**config.mk**
```make
export PLATFORM = sky130hd
export DESIGN_NAME = led_output_control_regs
export DESIGN_NICKNAME = d
export VERILOG_FILES = /design/src/rtl/led_ctrl_pkg.sv /design/src/rtl/colour_byte_mux.sv /design/src/rtl/led_output_control_regs.sv
export VERILOG_INCLUDE_DIRS = /design/src /design/src/rtl
export SDC_FILE = /design/constraint.sdc
export NUM_CORES = 1
export LEC_CHECK = 0
export BUFFER_PORTS_ARGS = -buffer_cell sky130_fd_sc_hd__buf_2
export CORE_MARGIN = 2
export CORE_UTILIZATION = 49
export DETAILED_ROUTE_END_ITERATION = 7
export PLACE_DENSITY = 0.76
export SLEW_MARGIN = 0
export SYNTH_ARGS = -nofsm -noshare
export SYNTH_HDL_FRONTEND = slang
export SYNTH_SLANG_ARGS = --single-unit
```
**constraint.sdc**
```tcl
create_clock -name core_clk -period 1.8 [get_ports core_clk]
set_clock_uncertainty 0.15 [all_clocks]
set_input_delay 0 -clock core_clk [delete_from_list [all_inputs] [get_ports core_clk]]
set_output_delay 0 -clock core_clk [all_outputs]
set_load 0.01 [all_outputs]
```
**src/rtl/led_ctrl_defines.svh**
```systemverilog
// constants for the led output control register bank
`ifndef LED_CTRL_DEFINES_SVH
`define LED_CTRL_DEFINES_SVH

`define REG_W            16
`define REG_SEL_W        1
`define SEL_CONTROL      1'h0
`define SEL_CROP_X       1'h1
`define CTL_ENABLE_BIT   0
`define CTL_FLIP_BIT     1
`define CTL_SKIP_LO      2
`define CTL_SKIP_HI      3
`define CTL_LOW_BYTE_COLOUR_SELECT_LO      4
`define CTL_LOW_BYTE_COLOUR_SELECT_HI      5
`define CTL_MIDDLE_BYTE_COLOUR_SELECT_LO      6
`define CTL_MIDDLE_BYTE_COLOUR_SELECT_HI      7
`define CTL_HSEL_LO      8
`define CTL_HSEL_HI      9
`define CTL_RSVD_LO      10
`define CTL_RSVD_HI      15
`define CROP_X_HI        10
`define CROP_RSVD_LO     11
`define CTL_RESET        16'h0001
`define CROP_X_RESET     16'h0000
`define SKIP_W           2
`define CROP_X_W         11
`define COLOUR_W         8
`define CODE_W           2
`define BYTE_LOW         2'h0
`define BYTE_MIDDLE      2'h1
`define BYTE_HIGH        2'h2

`endif

```
**src/rtl/led_ctrl_pkg.sv**
```systemverilog
// types shared by the led output control register bank
package led_ctrl_pkg;
	`include "led_ctrl_defines.svh"

	typedef enum logic [1:0] {
		sess_idle    = 2'b00,
		sess_modify  = 2'b01,
		sess_commit  = 2'b10
	} session_state_t;

	typedef struct packed {
		session_state_t           state;
		logic [`REG_W-1:0]        shadow_ctl;
		logic [`REG_W-1:0]        shadow_crop;
		logic [`REG_W-1:0]        live_ctl;
		logic [`REG_W-1:0]        live_crop;
		logic [`REG_W-1:0]        rd_data;
		logic                     out_enable;
		logic                     image_flip_bit;
		logic [`SKIP_W-1:0]       lead_pixel_skip_count;
		logic [`CROP_X_W-1:0]     crop_origin_horizontal;
		logic [3*`COLOUR_W-1:0]   pixel_out;
		logic                     pixel_out_valid;
	} bank_state_t;
endpackage

```
**src/rtl/colour_byte_mux.sv**
```systemverilog
// picks one colour channel for one output byte
`timescale 1ns/1ps
module colour_byte_mux #(
	parameter logic [1:0] CODE_BLUE_ALT = 2'h0
) (
	input  wire logic [1:0] sel,
	input  wire logic [7:0] red,
	input  wire logic [7:0] green,
	input  wire logic [7:0] blue,
	input  wire logic [1:0] order_base,
	output logic      [7:0] colour
);
	// order_base selects the code table: 0 low, 1 middle, 2 high byte
	logic [1:0] idx;
	always_comb begin
		idx = (sel == 2'h3) ? 2'h0 : sel;
		colour = blue;
		case (order_base)
		2'h0: begin
			case (idx)
			2'h1:    colour = green;
			2'h2:    colour = red;
			default: colour = blue;
			endcase
		end
		2'h1: begin
			case (idx)
			2'h1:    colour = red;
			2'h2:    colour = blue;
			default: colour = green;
			endcase
		end
		default: begin
			case (idx)
			2'h1:    colour = green;
			2'h2:    colour = blue;
			default: colour = red;
			endcase
		end
		endcase
	end
endmodule

```
**src/rtl/led_output_control_regs.sv**
```systemverilog
// control and crop-x register bank of the led strip output path
`timescale 1ns/1ps
`include "led_ctrl_defines.svh"
module led_output_control_regs #(
	parameter int REG_WIDTH    = `REG_W,
	parameter int SKIP_WIDTH   = `SKIP_W,
	parameter int CROP_WIDTH   = `CROP_X_W,
	parameter int COLOUR_WIDTH = `COLOUR_W
) (
	input  wire logic                   core_clk,
	input  wire logic                   rst,
	input  wire logic                   clk_en,
	input  wire logic                   session_active,
	input  wire logic                   reg_wr,
	input  wire logic                   reg_rd,
	input  wire logic [`REG_SEL_W-1:0]  reg_sel,
	input  wire logic [`REG_W-1:0]      reg_wdata,
	input  wire logic                   video_valid,
	input  wire logic [7:0]             pix_red,
	input  wire logic [7:0]             pix_green,
	input  wire logic [7:0]             pix_blue,
	input  wire logic                   pix_valid,
	output logic      [`REG_W-1:0]      reg_rdata,
	output logic                        out_enable,
	output logic                        image_flip_bit,
	output logic      [`SKIP_W-1:0]     lead_pixel_skip_count,
	output logic      [`CROP_X_W-1:0]   crop_origin_horizontal,
	output logic      [3*`COLOUR_W-1:0] pixel_out,
	output logic                        pixel_out_valid
);
	import led_ctrl_pkg::*;

	bank_state_t cur;
	bank_state_t next_cur;
	logic [7:0]  low_colour;
	logic [7:0]  mid_colour;
	logic [7:0]  high_colour;

	// ----------------------------------------
	// elaboration checks
	// ----------------------------------------
	// ports and fields are laid out for the documented widths only
	if (REG_WIDTH != `REG_W) begin
		$error("register width must equal the bank word");
	end
	if (REG_WIDTH <= `CTL_HSEL_HI) begin
		$error("register too narrow for the control fields");
	end
	if (REG_WIDTH <= `CROP_X_HI) begin
		$error("register too narrow for the crop field");
	end
	if (SKIP_WIDTH != `CODE_W) begin
		$error("skip count width must equal the field width");
	end
	if (CROP_WIDTH != `CROP_X_HI + 1) begin
		$error("crop width must match the crop field");
	end
	if (CROP_WIDTH > REG_WIDTH) begin
		$error("crop width cannot exceed the register width");
	end
	if (COLOUR_WIDTH != `COLOUR_W) begin
		$error("colour width must be one byte");
	end

	// ----------------------------------------
	// field decoding
	// ----------------------------------------
	// two-bit field of a control word starting at bit lo
	function automatic logic [`CODE_W-1:0] two_bit_field(
		input logic [`REG_W-1:0] word,
		input int unsigned       lo
	);
		two_bit_field = word[lo +: `CODE_W];
	endfunction

	// readback word: control bit 0 reports video status
	function automatic logic [`REG_W-1:0] readback_word(
		input logic [`REG_SEL_W-1:0] sel,
		input logic [`REG_W-1:0]     ctl_word,
		input logic [`REG_W-1:0]     crop_word,
		input logic                  status
	);
		logic [`REG_W-1:0] word;
		// crop reads back whole, reserved bits too
		word = crop_word;
		if (sel == `SEL_CONTROL) begin
			word                  = ctl_word;
			word[`CTL_ENABLE_BIT] = status;
		end
		return word;
	endfunction

	// commit step: the cycle after leaving the modify session
	function automatic logic is_commit(input session_state_t st);
		is_commit = (st == sess_commit);
	endfunction

	// session tracker: modify while open, one commit step after it
	function automatic session_state_t session_step(
		input session_state_t st,
		input logic           active
	);
		session_state_t nx;
		case (st)
		sess_idle:   nx = active ? sess_modify : sess_idle;
		sess_modify: nx = active ? sess_modify : sess_commit;
		sess_commit: nx = active ? sess_modify : sess_idle;
		// unused code falls back to idle
		default:     nx = sess_idle;
		endcase
		return nx;
	endfunction

	// ----------------------------------------
	// colour order from live settings
	// ----------------------------------------
	colour_byte_mux low_mux (
		.sel        (two_bit_field(cur.live_ctl, `CTL_LOW_BYTE_COLOUR_SELECT_LO)),
		.red        (pix_red),
		.green      (pix_green),
		.blue       (pix_blue),
		.order_base (`BYTE_LOW),
		.colour     (low_colour)
	);
	colour_byte_mux mid_mux (
		.sel        (two_bit_field(cur.live_ctl, `CTL_MIDDLE_BYTE_COLOUR_SELECT_LO)),
		.red        (pix_red),
		.green      (pix_green),
		.blue       (pix_blue),
		.order_base (`BYTE_MIDDLE),
		.colour     (mid_colour)
	);
	colour_byte_mux high_mux (
		.sel        (two_bit_field(cur.live_ctl, `CTL_HSEL_LO)),
		.red        (pix_red),
		.green      (pix_green),
		.blue       (pix_blue),
		.order_base (`BYTE_HIGH),
		.colour     (high_colour)
	);

	// ----------------------------------------
	// next state
	// ----------------------------------------
	always_comb begin
		// everything holds while the clock enable is low
		next_cur = cur;
		if (clk_en) begin
			// session tracking: commit on leaving modify
			next_cur.state = session_step(cur.state, session_active);

			if (reg_wr) begin
				// whole word kept, reserved bits included
				if (reg_sel == `SEL_CONTROL)
					next_cur.shadow_ctl = reg_wdata;
				else
					next_cur.shadow_crop = reg_wdata;
			end

			// a write in the commit step waits for the next session
			if (is_commit(cur.state)) begin
				next_cur.live_ctl  = cur.shadow_ctl;
				next_cur.live_crop = cur.shadow_crop;
			end

			// readback registered; holds until the next read
			if (reg_rd) begin
				next_cur.rd_data = readback_word(reg_sel,
					cur.shadow_ctl, cur.shadow_crop,
					video_valid);
			end

			// enable needs both software permission and valid video
			next_cur.out_enable = cur.live_ctl[`CTL_ENABLE_BIT]
				&& video_valid;
			next_cur.image_flip_bit =
				cur.live_ctl[`CTL_FLIP_BIT];
			next_cur.lead_pixel_skip_count =
				two_bit_field(cur.live_ctl, `CTL_SKIP_LO);
			next_cur.crop_origin_horizontal =
				cur.live_crop[`CROP_X_HI:0];
			// byte order follows the live selectors, not the shadow
			next_cur.pixel_out = {high_colour, mid_colour, low_colour};
			next_cur.pixel_out_valid = pix_valid && cur.out_enable;
		end
	end

	// ----------------------------------------
	// state register
	// ----------------------------------------
	// reset takes no notice of the clock enable
	always_ff @(posedge core_clk) begin
		if (rst) begin
			cur                        <= '0;
			cur.state                  <= sess_idle;
			cur.shadow_ctl             <= `CTL_RESET;
			cur.live_ctl               <= `CTL_RESET;
			cur.shadow_crop            <= `CROP_X_RESET;
			cur.live_crop              <= `CROP_X_RESET;
		end else begin
			cur <= next_cur;
		end
	end

	// ----------------------------------------
	// outputs straight from the state register
	// ----------------------------------------
	assign reg_rdata              = cur.rd_data;
	assign out_enable             = cur.out_enable;
	assign image_flip_bit         = cur.image_flip_bit;
	assign lead_pixel_skip_count  = cur.lead_pixel_skip_count;
	assign crop_origin_horizontal = cur.crop_origin_horizontal;
	assign pixel_out              = cur.pixel_out;
	assign pixel_out_valid        = cur.pixel_out_valid;
endmodule

```
# == Word level (Yosys, flattened, before mapping) ==
# Cells that the tools add are included.
# Widths: inputs -> output; s select.
# op_classes
mux,10
n_reduce_logical,8
bitwise,1
eq_ne,11
# op_table
cell,count
$pmux 8 s2,3
$mux 16,1
$eq 2x2->1 const B,7
$eq 2x1->1 const B,4
$mux 2,4
$reduce_and 3->1,2
$pmux 2 s2,1
$reduce_and 2->1,2
$logic_and 1x1->1,2
$logic_not 2->1,1
$reduce_or 2->1,1
$mux 1,1
$not 1->1,1
# totals
output_inout_bits,56
regBits,111
elab_cells,42

# == Longest topological paths before layout ==
# logic_depth
depth_word,4
mapped_depth,7
ltp_nobuf,5

# == By module ==
# Synthesis repeated with hierarchy kept, for this count alone.
# unflattened
hier_cells,802
hier_area_um2,6676.4
# modules_own_cells
module,area_per_inst_um2,instances,cells_each,seq_area_each_um2
led_output_control_regs,4668.2,1,502,2222.1
colour_byte_mux,669.4,3,100,0.0

# == Worst setup path before layout ==
# OpenSTA, ideal clock, no wires.
# synth_timing
path_type,reg2reg
from,register cur[80] (netlist bit)
to,register cur (netlist bit pixel_out[20])
path_slack_ns,0.165
period_less_slack_ns,1.635
t_arrival_ns,1.350
stages_incl_launch_ff,8
path_buffers,2
required_time_ns,1.516
setup_time_ns,0.134
path_cell_list,dfxtp_1 > inv_1 > ha_1 > buf_4 > nand2b_1 > clkbuf_1 > a221oi_1 > nor3_1
# synth_between
elab_chain_len,4
# synth_rtl
element,line_no,source
start: declaration,led_output_control_regs.sv:33,bank_state_t cur;
start signal: assignment,led_output_control_regs.sv:201,cur <= next_cur;
$eq 2x2->1,colour_byte_mux.sv:16,idx = (sel == 2'h3) ? 2'h0 : sel;
$mux 2 (*),colour_byte_mux.sv:16,
$eq 2x2->1 or $eq 2x1->1 (tied branches),n/a,
$pmux 8 s2 (*),colour_byte_mux.sv:34,case (idx)
# Mark *: on every way between the ends. The rest lies on a longest branch, timed or not.
# A chain may end at the register's enable or synchronous reset.

# == Worst setup path in the final report ==
# layout_timing
from,register cur[78] (netlist bit)
to,register cur (netlist bit pixel_out[11])
# layout_between
elab_chain_len,4
# layout_rtl
element,line_no,source
$eq 2x2->1,colour_byte_mux.sv:16,
$mux 2 (*),colour_byte_mux.sv:16,
$eq 2x2->1 or $eq 2x1->1 (tied branches),n/a,
$pmux 8 s2 (*),colour_byte_mux.sv:27,case (idx)
# Marked as above.

==> impl_results.md <==
- Area share of the largest cell type after synthesis: between 40% and 50%
- Global-route wire length before repair: about 20 mm
- Multi-input gate area: between 2000 and 2500 µm²
- CP max stage delay: 0.36 ns
- Initial antenna violation count: 0
- Worst Path Max Fanout: 8
- ANT cells: 0
- Starting density of the core: approximately half
- Synth async-reset ratio: 0%
- Mapped Cells: ~570
- Gr ovfl total: 0
- Vias per cell: 5.41
- Register area: ~2200 µm²
- Reg-to-reg slack, setup: about 0.13 ns
- Primary FF master, synth: dfxtp_1
- Syn nets: around 630
- Power, Total: 0.00457 W
- Post-DP HPWL: around 8.3 mm
- Detail Route Antenna Nets: 0
- Count of cell types in the netlist: 27
- Ranking of synthesized cells by area: dfxtp_1 44%, buf_4 9.5%, nand2_1 8.3%, mux2i_1 6.0%, a21oi_1 5.5%
- First-pass DRT Iterations: 4
- Max-cap viol count: 0
- Overall routing resource usage: between 20% and 30%
- I/O Buffers: between 100 and 150
- Share of cells above drive strength 1: 24.3%
- Critical-path top delay cell: dfxtp_1
- CTS tree: done
- Post-DP Area: around 5200 µm²
- Longest Clk Path Bufs: 2
- Post-synthesis area per instance: around 9 µm²
- CP Capture Type: flop
- Via count: 4249
- Switch share: a little over a quarter
- Final max-slew violation count: 0
- Largest net degree at the start of global routing: 42
- CTS Buf Count: 9
- Die Footprint: approximately 11000 µm²
- Switching pwr: 0.00121 W
- Fin crit period: approximately 1.7 ns
- Dominant cell type by area after synthesis: dfxtp_1
- Max VDD drop: 0.493 mV
- Number of nets in the layout: 703
- Die Y: approximately 110 µm
- RePlAce Congestion: between 0.8 and 0.9
- Crit path max-delay family: simple AND/OR/NAND/NOR gates
- Root buffer cell: clkbuf_8
- Final Cycle Share: between 90 and 100%
- DP Worst Slack: between 0.1 and 0.15 ns
- Seq cells post-synth: around 110
- Mapped cell area: around 5000 µm²
- EDFF count, synth: 0
- Core area: roughly 9900 µm²
- CTS Sinks: ~110
- P_int: 0.00336 W
- Ys Warns: 0
- Required time worst endpoint: ~1.9 ns
- Top-level port count: around 110
- Reg clk slew, reported paths: roughly 0.11 ns
- Finished Cell Area: 5840 µm²
- Count of final setup violators: 0
- Arrival @ worst endpoint: 1.78 ns
- Sequential Power Share: a little under three fifths
- Routed WL: about 13 mm
- RSZ-0062 raised after global routing: no
- Setup CP Type: flop to flop
- Status: finished, final reports clean
- Initial DRC count: about 180
- TNS Setup: 0 ns
- Slew @ Worst Pin: between 0.5 and 0.6 ns
- Upper clock frequency limit: between 500 and 600 MHz
- Filler Cells Inserted: 864
- Final hold vios: 0
- Drt wl/cell: roughly 16 µm
- Sequential area share after synthesis: between 40 and 50%
- Most numerous cell in the Yosys netlist: dfxtp_1
- CP Cell Sequence: inv_1 > ha_1 > nand2b_1 > a221oi_1 > nor3_1
- Power share of the clock group: 30.7%
- Gate power share: between 10 and 15%
- Worst hold slack: around 0.029 ns
- Setup crit start kind: flop
- HP Class: input pin to flop
- Clock insertion delay at the later pin of the skew report: around 0.37 ns
- Top cells by count, synth: 111 x dfxtp_1, 110 x nand2_1, 63 x buf_4
- PwrDens: a little under 800 nW/µm²
- Max H-tree Level: 3
- DR DRC count: 0
- Die width: 105 µm
- Max-slew headroom: between 60% and 70%
- FP Rows: 36
- Worst path bufs/invs: 1
- LEAKAGE: 2.42 nW
- Setup WS post-layout: roughly 0.13 ns
- P&R area growth vs syn: 16.6%
- Vias in the first global route: 4187
-- flip-flops by register name, summed over array words and instances (netlist names) --
name,flops
pixel_out,24
image_flip_bit,1
cur,55
pixel_out_valid,1
crop_origin_horizontal,11
lead_pixel_skip_count,2
out_enable,1
reg_rdata,16
-- final timing paths --
path                         from                         end  cells after the start
max          cur[78]$_SDFFE_PP0P_  pixel_out[11]$_SDFFE_PP0P_                      5
max reg2reg  cur[78]$_SDFFE_PP0P_  pixel_out[11]$_SDFFE_PP0P_                      5
min                       reg_sel  reg_rdata[15]$_SDFFE_PP0P_                      3
min reg2reg  cur[59]$_SDFFE_PP0P_        cur[59]$_SDFFE_PP0P_                      2
-- cells in the final DEF, fill, tap and decap left out, types with 10 or more instances in the layout --
cell type	synthesis	routed
buf_4	63	13
buf_2	9	103
o21ai_0	15	15
dlygate4sd3_1	0	46
a21oi_1	55	55
nand3b_1	17	17
nor3_1	24	24
nor2_1	27	27
a211oi_2	14	14
nand2_1	110	110
dfxtp_1	111	111
mux2i_1	30	30
a221oi_1	24	22
clkbuf_8	0	10
-- cell families (layout without fill, tap and decap cells) --
group	count (synthesis)	after routing	synth area share (%)
AO/OA/AOI/OAI	119	119	16.1
adder cells (fa/ha/maj)	6	6	1.50
buffers and inverters	106	187	13.8
flip-flops	111	111	44.4
multiplexers	30	30	6.00
AND/OR/NAND/NOR	200	200	18.2
-- stage by stage --
step / util [%] / cells
floorplan: - / 572
global placement: 52.5 / 724
detailed placement: 52.5 / 724
CTS: 59.0 / 786
global route: 59.2 / 786
finish: 59.2 / 786
-- metal layers --
layer / vias up / global-route usage, % / share of wire, % / wire length, µm
met3: 24 / 3.37 / 5.0 / 626
li1: 2061 / - / - / -
met2: 157 / 41.2 / 50 / 6300
met1: 2007 / 27.9 / 42 / 5320
met5: - / 0 / 0 / 0
met4: 0 / 8.10 / 2.5 / 308
-- worst min-delay path, cell delays in order --
cell and delay (ns):
buf_2 0.22, mux2i_1 0.18, a211oi_1 0.09
-- power groups by stage --
| stage | sequential (W) | combinational [W] | clock [W] |
|---|---|---|---|
| finish | 0.00259 | 0.000570 | 0.00140 |
| global route | 0.00260 | 0.000618 | 0.00151 |
| CTS | 0.00259 | 0.000563 | 0.00142 |
| detailed placement | 0.00265 | 0.000485 | 0 |
| global placement | 0.00265 | 0.000473 | 0 |
| floorplan | 0.00263 | 0.000377 | 0 |
-- repair_timing --
| action | CTS | global route |
|---|---|---|
| gates resized for setup | 0 | 4 |
| hold endpoints to repair | 61 | 0 |
| hold buffers | 46 | 0 |
| endpoints found under the setup margin | 0 | 14 |
| buffers inserted | 0 | 0 |
-- cell type report --
cell class / instances / share of cell area [%]
repair buffers: 165 / 19.4
flip-flops and latches: 111 / 38.1
clock inverters: 6 / 0.772
inverters: 6 / 0.386
clock buffers: 10 / 2.36
multi-input cells: 355 / 36.1
well taps: 133 / 2.85
Power figures use the tool's default switching activity.
